File: src/design/dre_pkg.sv
// Purpose: Constants and types for the extended diagnostic record builder
// Assumes: Byte-wide record, 16 bytes, read over a plain register port
// Notes: Field positions and fixed codes live here only
`default_nettype none
package dre_pkg;
  localparam int REC_BYTES = 16;
  localparam int BASIC_BYTES = 4;
  localparam logic [3:0] BYTE_TYPE = 4'h4;
  localparam logic [3:0] BYTE_BITS = 4'h5;
  localparam logic [3:0] BYTE_CHANS = 4'h6;
  localparam logic [3:0] BYTE_GRPERR = 4'h7;
  localparam logic [3:0] BYTE_LOST0 = 4'h8;
  localparam logic [3:0] BYTE_LOST3 = 4'hB;
  localparam logic [6:0] CHTYPE_DIGIN = 7'h70;
  localparam logic [6:0] CHTYPE_FUNC = 7'h76;
  localparam logic [7:0] DIAG_BITS_PER_CH = 8'h08;
  localparam logic [7:0] CHANS_ALARM = 8'h08;
  localparam logic [7:0] CHANS_COUNTER = 8'h04;
  localparam int ALARM_INPUTS = 8;
  localparam int COUNTERS = 4;
  localparam int GROUP_SIZE = 4;
  localparam int GROUPS = 4;
  // Lost-event bit positions within a counter byte
  localparam int CNT_GATE_OPEN = 0;
  localparam int CNT_GATE_CLOSE = 1;
  localparam int CNT_OVF = 2;
  localparam int CNT_CMP = 3;
  localparam int CNT_LATCH = 4;
  // Extra register offsets beyond the record itself
  localparam logic [4:0] REG_REC_BASE = 5'h00;
  localparam logic [4:0] REG_STATUS = 5'h10;
  localparam logic [4:0] REG_MASK = 5'h11;
  localparam logic [4:0] REG_CTRL = 5'h12;
  localparam int CTRL_VARIANT = 0;
  localparam int CTRL_MORE = 1;
  localparam int ST_ALARM_LOST = 0;
  localparam int ST_CNT_LOST = 1;
  localparam int ST_GRPERR = 2;
  localparam logic [7:0] CTRL_RST = 8'h00;
  localparam logic [7:0] MASK_RST = 8'h00;

  typedef enum logic [0:0] {
    DRE_VAR_ALARM = 1'b0,
    DRE_VAR_COUNTER = 1'b1
  } dre_variant_t;

  typedef struct packed {
    logic [3:0] addr;
    logic wr;
    logic rd;
    logic [7:0] wdata;
    logic [4:0] unused_pad;
  } dre_unused_t;

  typedef struct packed {
    logic [4:0] addr;
    logic [7:0] wdata;
    logic wr;
    logic rd;
  } dre_bus_t;

  typedef struct packed {
    logic [COUNTERS-1:0] gate_open;
    logic [COUNTERS-1:0] gate_close;
    logic [COUNTERS-1:0] ovf;
    logic [COUNTERS-1:0] cmp;
    logic [COUNTERS-1:0] latch;
  } dre_cnt_ev_t;
endpackage : dre_pkg
`default_nettype wire

File: src/design/dre_top.sv
// Purpose: Builds and serves the 16-byte extended diagnostic record
// Assumes: Event and error inputs are synchronous pulses/levels on ref_clk
// Notes: Lost-event flags are sticky until software writes one to status
//
// Operation
// (RULE1) Record is four basic bytes then twelve module bytes, sixteen total.
// (RULE2) Alarm variant reports channel type 70h in byte 4 bits 6..0.
// (RULE3) Counter variant reports channel type 76h in byte 4 bits 6..0.
// (RULE4) Byte 4 bit 7 set when more channel types are present.
// (RULE5) Byte 5 always reports 08h diagnostic bits per channel.
// (RULE6) Alarm variant reports 08h channels in byte 6.
// (RULE7) Counter variant reports 04h channels in byte 6.
// (RULE8) Alarm byte 7 bits 0..3 flag errors per group of four inputs.
// (RULE9) Alarm bytes 8..11 hold lost flags on even bits, odd bits zero.
// (RULE10) Counter byte 7 bits 0..3 flag errors of counters 0..3.
// (RULE11) Counter byte bit 2 flags lost overflow/underflow/end value event.
// (RULE12) Counter byte bit 3 flags lost comparison value event.
// (RULE13) Counter 3 bits 0,1 flag lost gate open/close; others reserved.
// (RULE14) Counter 3 bit 4 flags lost latch event; upper bits zero.
// (RULE15) Reserved and fixed-zero bits, bytes 12..15 included, read zero.
//
// The register offsets and the address-and-strobe port were chosen for this implementation.
`default_nettype none
module dre_top #(
  parameter int ALARM_INPUTS = dre_pkg::ALARM_INPUTS,
  parameter int COUNTERS = dre_pkg::COUNTERS
) (
  input wire logic ref_clk,
  input wire logic rst_b,
  input wire logic [4:0] reg_addr,
  input wire logic [7:0] reg_wdata,
  input wire logic reg_wr,
  input wire logic reg_rd,
  output logic [7:0] reg_rdata,
  output logic irq,
  input wire logic [31:0] basic_rec,
  input wire logic [ALARM_INPUTS-1:0] alarm_lost_ev,
  input wire logic [ALARM_INPUTS-1:0] alarm_err,
  input wire dre_pkg::dre_cnt_ev_t cnt_lost_ev,
  input wire logic [COUNTERS-1:0] cnt_err
);
  localparam int NGRP = ALARM_INPUTS / dre_pkg::GROUP_SIZE;
  localparam int LOST_SLOTS =
    (dre_pkg::BYTE_LOST3 - dre_pkg::BYTE_LOST0 + 1) * dre_pkg::GROUP_SIZE;

  logic [7:0] ctrl_r;
  logic [7:0] mask_r;
  logic [7:0] status_r;
  logic [ALARM_INPUTS-1:0] alarm_lost_r;
  dre_pkg::dre_cnt_ev_t cnt_lost_r;
  logic [7:0] reg_rdata_r;
  logic irq_r;
  logic [7:0] rec [dre_pkg::REC_BYTES];
  logic [NGRP-1:0] grp_err;
  logic clr_lost;
  logic wr_status;
  dre_pkg::dre_variant_t variant;
  logic [LOST_SLOTS-1:0] alarm_lost_wide;
  logic more_types;

  assign variant = dre_pkg::dre_variant_t'(ctrl_r[dre_pkg::CTRL_VARIANT]);
  assign more_types = ctrl_r[dre_pkg::CTRL_MORE];
  // Padding to the full slot count keeps absent inputs reading zero
  assign alarm_lost_wide = LOST_SLOTS'(alarm_lost_r);
  assign wr_status = reg_wr && (reg_addr == dre_pkg::REG_STATUS);
  // Writing one to any lost-event status bit also clears the record flags
  assign clr_lost = wr_status &&
    (reg_wdata[dre_pkg::ST_ALARM_LOST] || reg_wdata[dre_pkg::ST_CNT_LOST]);

  // Group errors: OR of each run of four consecutive inputs
  genvar g;
  generate
    for (g = 0; g < NGRP; g++) begin : g_grp
      assign grp_err[g] = |alarm_err[g*dre_pkg::GROUP_SIZE +: dre_pkg::GROUP_SIZE]; // RULE8
    end
  endgenerate

  always_ff @(posedge ref_clk or negedge rst_b) begin
    if (!rst_b) begin
      ctrl_r <= dre_pkg::CTRL_RST;
    end else if (reg_wr && reg_addr == dre_pkg::REG_CTRL) begin
      ctrl_r <= reg_wdata;
    end
  end

  always_ff @(posedge ref_clk or negedge rst_b) begin
    if (!rst_b) begin
      mask_r <= dre_pkg::MASK_RST;
    end else if (reg_wr && reg_addr == dre_pkg::REG_MASK) begin
      mask_r <= reg_wdata;
    end
  end

  // Sticky lost flags; a new event wins over a clear in the same cycle
  always_ff @(posedge ref_clk or negedge rst_b) begin
    if (!rst_b) begin
      alarm_lost_r <= '0;
      cnt_lost_r <= '0;
    end else begin
      alarm_lost_r <= (clr_lost ? '0 : alarm_lost_r) | alarm_lost_ev; // RULE9
      cnt_lost_r <= (clr_lost ? '0 : cnt_lost_r) | cnt_lost_ev; // RULE11 RULE12 RULE13 RULE14
    end
  end

  // Interrupt status: set wins over write-one-to-clear
  always_ff @(posedge ref_clk or negedge rst_b) begin
    if (!rst_b) begin
      status_r <= '0;
    end else begin
      status_r <= (status_r & ~(wr_status ? reg_wdata : 8'h00))
        | (8'(|alarm_lost_ev) << dre_pkg::ST_ALARM_LOST)
        | (8'(|cnt_lost_ev) << dre_pkg::ST_CNT_LOST)
        | (8'(|{alarm_err, cnt_err}) << dre_pkg::ST_GRPERR);
    end
  end

  always_ff @(posedge ref_clk or negedge rst_b) begin
    if (!rst_b) begin
      irq_r <= 1'b0;
    end else begin
      irq_r <= |(status_r & mask_r);
    end
  end

  // Both layouts are built side by side; the control bit only picks one,
  // so a variant change never leaves stale bits of the other layout
  genvar b;
  generate
    for (b = 0; b < dre_pkg::REC_BYTES; b++) begin : g_byte
      localparam int SLOT = (b - int'(dre_pkg::BYTE_LOST0)) * dre_pkg::GROUP_SIZE;
      localparam int CNT = b - int'(dre_pkg::BYTE_LOST0);
      logic [7:0] alarm_byte;
      logic [7:0] cnt_byte;
      if (b < dre_pkg::BASIC_BYTES) begin : g_basic
        assign alarm_byte = basic_rec[b*8 +: 8]; // RULE1
        assign cnt_byte = basic_rec[b*8 +: 8]; // RULE1
      end else if (b == dre_pkg::BYTE_TYPE) begin : g_type
        assign alarm_byte = {more_types, dre_pkg::CHTYPE_DIGIN}; // RULE2 RULE4
        assign cnt_byte = {more_types, dre_pkg::CHTYPE_FUNC}; // RULE3 RULE4
      end else if (b == dre_pkg::BYTE_BITS) begin : g_bits
        assign alarm_byte = dre_pkg::DIAG_BITS_PER_CH; // RULE5
        assign cnt_byte = dre_pkg::DIAG_BITS_PER_CH; // RULE5
      end else if (b == dre_pkg::BYTE_CHANS) begin : g_chans
        assign alarm_byte = dre_pkg::CHANS_ALARM; // RULE6
        assign cnt_byte = dre_pkg::CHANS_COUNTER; // RULE7
      end else if (b == dre_pkg::BYTE_GRPERR) begin : g_err
        assign alarm_byte = 8'(grp_err); // RULE8
        assign cnt_byte = 8'(cnt_err); // RULE10
      end else if (b <= dre_pkg::BYTE_LOST3) begin : g_lost
        always_comb begin
          alarm_byte = 8'h00; // RULE9
          for (int j = 0; j < dre_pkg::GROUP_SIZE; j++) begin
            alarm_byte[2*j] = alarm_lost_wide[SLOT+j]; // RULE9
          end
        end
        if (CNT < COUNTERS) begin : g_cnt
          always_comb begin
            cnt_byte = 8'h00; // RULE15
            cnt_byte[dre_pkg::CNT_OVF] = cnt_lost_r.ovf[CNT]; // RULE11
            cnt_byte[dre_pkg::CNT_CMP] = cnt_lost_r.cmp[CNT]; // RULE12
            // Gate and latch flags exist for the last counter only
            if (CNT == COUNTERS - 1) begin
              cnt_byte[dre_pkg::CNT_GATE_OPEN] = cnt_lost_r.gate_open[CNT]; // RULE13
              cnt_byte[dre_pkg::CNT_GATE_CLOSE] = cnt_lost_r.gate_close[CNT]; // RULE13
              cnt_byte[dre_pkg::CNT_LATCH] = cnt_lost_r.latch[CNT]; // RULE14
            end
          end
        end else begin : g_cnt_none
          assign cnt_byte = 8'h00; // RULE15
        end
      end else begin : g_tail
        assign alarm_byte = 8'h00; // RULE15
        assign cnt_byte = 8'h00; // RULE15
      end
      assign rec[b] = (variant == dre_pkg::DRE_VAR_ALARM) ? alarm_byte : cnt_byte;
    end
  endgenerate

  // Read data registered: valid the cycle after the strobe only
  always_ff @(posedge ref_clk or negedge rst_b) begin
    if (!rst_b) begin
      reg_rdata_r <= 8'h00;
    end else if (!reg_rd) begin
      reg_rdata_r <= 8'h00;
    end else if (reg_addr < 5'(dre_pkg::REC_BYTES)) begin
      reg_rdata_r <= rec[reg_addr[3:0]]; // RULE1
    end else begin
      case (reg_addr)
        dre_pkg::REG_STATUS: begin
          reg_rdata_r <= status_r;
        end
        dre_pkg::REG_MASK: begin
          reg_rdata_r <= mask_r;
        end
        dre_pkg::REG_CTRL: begin
          reg_rdata_r <= ctrl_r;
        end
        default: begin
          // Unmapped reads give zero rather than alias the record
          reg_rdata_r <= 8'h00;
        end
      endcase
    end
  end

  assign reg_rdata = reg_rdata_r;
  assign irq = irq_r;
endmodule : dre_top
`default_nettype wire

File: config.mk
export PLATFORM = sky130hd
export DESIGN_NAME = dre_top
export DESIGN_NICKNAME = d
export VERILOG_FILES = /design/src/design/dre_pkg.sv /design/src/design/dre_top.sv
export SDC_FILE = /design/constraint.sdc
export NUM_CORES = 1
export LEC_CHECK = 0
export BUFFER_PORTS_ARGS = -buffer_cell sky130_fd_sc_hd__buf_2
export CORE_UTILIZATION = 54
export CTS_CLUSTER_DIAMETER = 40
export DETAILED_ROUTE_END_ITERATION = 16
export GPL_TIMING_DRIVEN = 0
export PLACE_DENSITY = 0.85
export SETUP_SLACK_MARGIN = 0.15
export SLEW_MARGIN = 25
export SYNTH_ARGS = -nofsm -noshare
export SYNTH_HDL_FRONTEND = slang
export SYNTH_SLANG_ARGS = --single-unit
File: constraint.sdc
create_clock -name ref_clk -period 3.75 [get_ports ref_clk]
set_input_delay 0.75 -clock ref_clk [delete_from_list [all_inputs] [get_ports ref_clk]]
set_output_delay 0.75 -clock ref_clk [all_outputs]
set_load 0.02 [all_outputs]
==> key figures <==
Status
  • Status: finished, final reports clean

Yosys
  • Main synth FF type: dfrtp_1
  • Yosys warning count: 0
  • Sequential share of the synthesized area: 0.4565
  • Count leader, synth: dfrtp_1
  • Synth area leader: dfrtp_1
  • Commonest cells in the netlist: dfrtp_1 (52), mux2_2 (23), a21o_1 (20), nand2_1 (15)
  • Post-Syn Area: ~2900 µm²
  • Synth top area share: 0.4565
  • Syn_area_per_cell: 12.23 µm²
  • Ys async rst share: 1.000
  • Syn Nets: about 320
  • Post-Syn Instances: 233
  • Number of synthesized flops with an enable pin: 0
  • Top cells by area, synth: dfrtp_1 (46%), mux2_2 (9.1%), mux4_1 (7.4%)
  • Post-synthesis register bit count: 52
  • Post-synthesis cell type count: 54

STA
  • Final Max Slew Viols: 0
  • Tmin final: 2.027 ns
  • RSZ-0062 raised after global routing: no
  • Peak Freq: 0.4933 GHz
  • Worst Skew: 0.004140 ns
  • Part of the cycle the worst path needs: 0.5406
  • Max-slew headroom: 0.5666
  • Setup Viol. Count Final: 0
  • Hold Vio Cnt, Final: 0
  • Worst-Margin Slew: 0.6484 ns
  • Fin Setup TNS: 0 ns

Worst setup path
  • CP Capture Type: register
  • Req. time, crit path: 3.94 ns
  • Type of the worst setup path: input port to register
  • CP peak stage delay: 0.33 ns
  • CP max FO: 10
  • CP bufs+invs: 3
  • CP startpoint kind: input port
  • Setup slack, reg-to-reg: 2.22 ns
  • Top delay family on crit path: simple AND/OR/NAND/NOR gates
  • CP Cell Sequence: buf_2, nor2_1, and4_1, buf_2, o21ai_2, buf_6, a21o_1
  • Slowest-stage cell, CP: nor2_1
  • Most frequent CP cell: buf_2
  • Arr. time, crit path: 2.22 ns

GRT
  • Largest net degree at the start of global routing: 53
  • Grt ovf: 0
  • Vias in the first global route: between 2000 and 2500
  • First-pass GRT wire length: between 10000 and 15000 µm
  • Initial antenna violation count: 0
  • GRT Total Usage: 0.2771

Clock tree
  • # H-tree levels: 2
  • Cts bufs inserted: 5
  • Worst-Skew Late Latency: 0.30 ns
  • CTS tree: yes
  • CTS max path bufs: 2
  • Total setup buffers inserted after CTS: 0
  • Cts hold-fix bufs: 0
  • # clock sinks: 52
  • Resize count post-CTS: 0
  • Clock-pin slew on the worst setup and hold paths: about 0.09 ns
  • Root Buffer: clkbuf_8

Die
  • Die X: 74.65 µm
  • Ports: 98
  • Initial core utilization: 0.5581
  • Die area: 5573 µm²
  • Core Box Area: just over 5000 µm²
  • Die height: 74.65 µm
  • Rows: 26

Power
  • Pwr dens: around 350 nW/µm²
  • Leak: 0.001564 µW
  • Maximum vdd drop: 0.0002191 V

Min path
  • Min-Delay Path Class: input port to asynchronous set/reset pin

Drt
  • WL/cell: 17.96 µm
  • TritonRoute pass-1 iters: 4
  • Total Wirelength: 7293 µm
  • 1st-iter DRT viols: 234
  • DRC Markers: 0
  • Vias per cell: 5.966
  • Routed Antenna Nets: 0
  • DR vias: between 2000 and 2500

Placed design
  • RD Place Congestion: about 0.92
  • Post-DP HPWL: 5527 µm
  • Placed Cells: 400
  • I/O Buffers: 97

Cells and area
  • Area Growth Syn to Fin: 23.66%
  • Multi-input gate area: about 1400 µm²
  • Sequential cell area: 1301 µm²
  • Core Util, Final: 0.6901
  • Final Net Count: 426
  • Fill count: 409
  • Non-filler cells, final: 406
  • Ratio of cells with drive above 1 in the final layout: 0.4435
  • Number of antenna diodes: 0

Run
  • Max-cap violation count: 0
-- registers in the layout, summed over array words and instances (netlist names) --
register,count
alarm_lost_r,8
cnt_lost_r,11
ctrl_r,8
irq,1
mask_r,8
reg_rdata,8
status_r,8
-- layout make-up --
cell class,instances,share of cell area
Buffer,12,0.03053
Clock buffer,5,0.01952
Inverter,3,0.003195
Multi-Input combinational cell,166,0.4058
Timing Repair Buffer,97,0.1384
Tap cell,70,0.02485
Clock inverter,1,0.008520
Sequential cell,52,0.3692
-- stage by stage --
step | cell area [µm²] | power [µW] | hold WS, ns | worst slack [ns]
2_1_floorplan | 2850 | 774.4 | 0.4406 | 1.774
3_3_place_gp | 3423 | 880.5 | 0.4519 | 1.406
3_5_place_dp | 3426 | 889.1 | 0.4592 | 1.405
4_1_cts | 3525 | 1247 | 0.4806 | 1.732
5_1_grt | 3525 | 1297 | 0.4977 | 1.607
6_report | 3525 | 1243 | 0.4579 | 1.723
-- power breakdown --
part	leakage (µW)	switching, µW	internal (µW)	total, µW
clock network	0.0000501	171	192	362
registers	0.000587	28.0	603	631
logic	0.000926	126	124	250
total	0.00156	325	919	1240
-- final timing paths --
check	start	to	depth (start not counted)
min in group ref_clk	cnt_lost_r[4]	cnt_lost_r[4]	1
setup reg to reg	alarm_lost_r[6]	reg_rdata[4]	4
setup / recovery	reg_addr[2]	cnt_lost_r[5]	7
hold reg to reg	cnt_lost_r[4]	cnt_lost_r[4]	1
hold / removal	rst_b	reg_rdata[1]	1
max in group asynchronous	rst_b	cnt_lost_r[6]	1
-- metal layers --
metal | GRT usage | routed length, µm | vias up | share of wire
li1 | - | - | 1112 | -
met1 | 0.3539 | 3007 | 1177 | 0.41
met2 | 0.4855 | 3660 | 120 | 0.50
met3 | 0.04150 | 478 | 13 | 0.066
met4 | 0.09015 | 146 | 0 | 0.020
met5 | 0 | 0 | - | 0
-- kinds of logic (layout without fill, tap and decap cells) --
kind of cell	after synthesis	in the layout	share of synthesized area
multiplexers	40	40	0.2006
AND/OR/NAND/NOR	56	56	0.1089
AO/OA/AOI/OAI	70	70	0.1923
flip-flops	52	52	0.4565
buffers and inverters	15	118	0.04170
-- cell usage in the layout, fill, tap and decap left out, types with 2 or more instances in the layout --
master	instances
buf_12	2
o21ai_0	5
a21boi_0	7
nand3_1	3
and3_1	3
o221ai_1	2
buf_2	102
a2111oi_2	2
mux2_2	23
buf_6	3
a21oi_1	5
a22oi_1	7
nor4_1	9
dfrtp_1	52
nand2b_1	3
a21o_1	20
mux2i_1	8
inv_1	3
o2bb2ai_1	4
a211o_1	2
mux4_1	8
nand2_1	15
nor2_1	9
clkbuf_8	5
nor2b_1	2
Power figures use the tool's default switching activity.
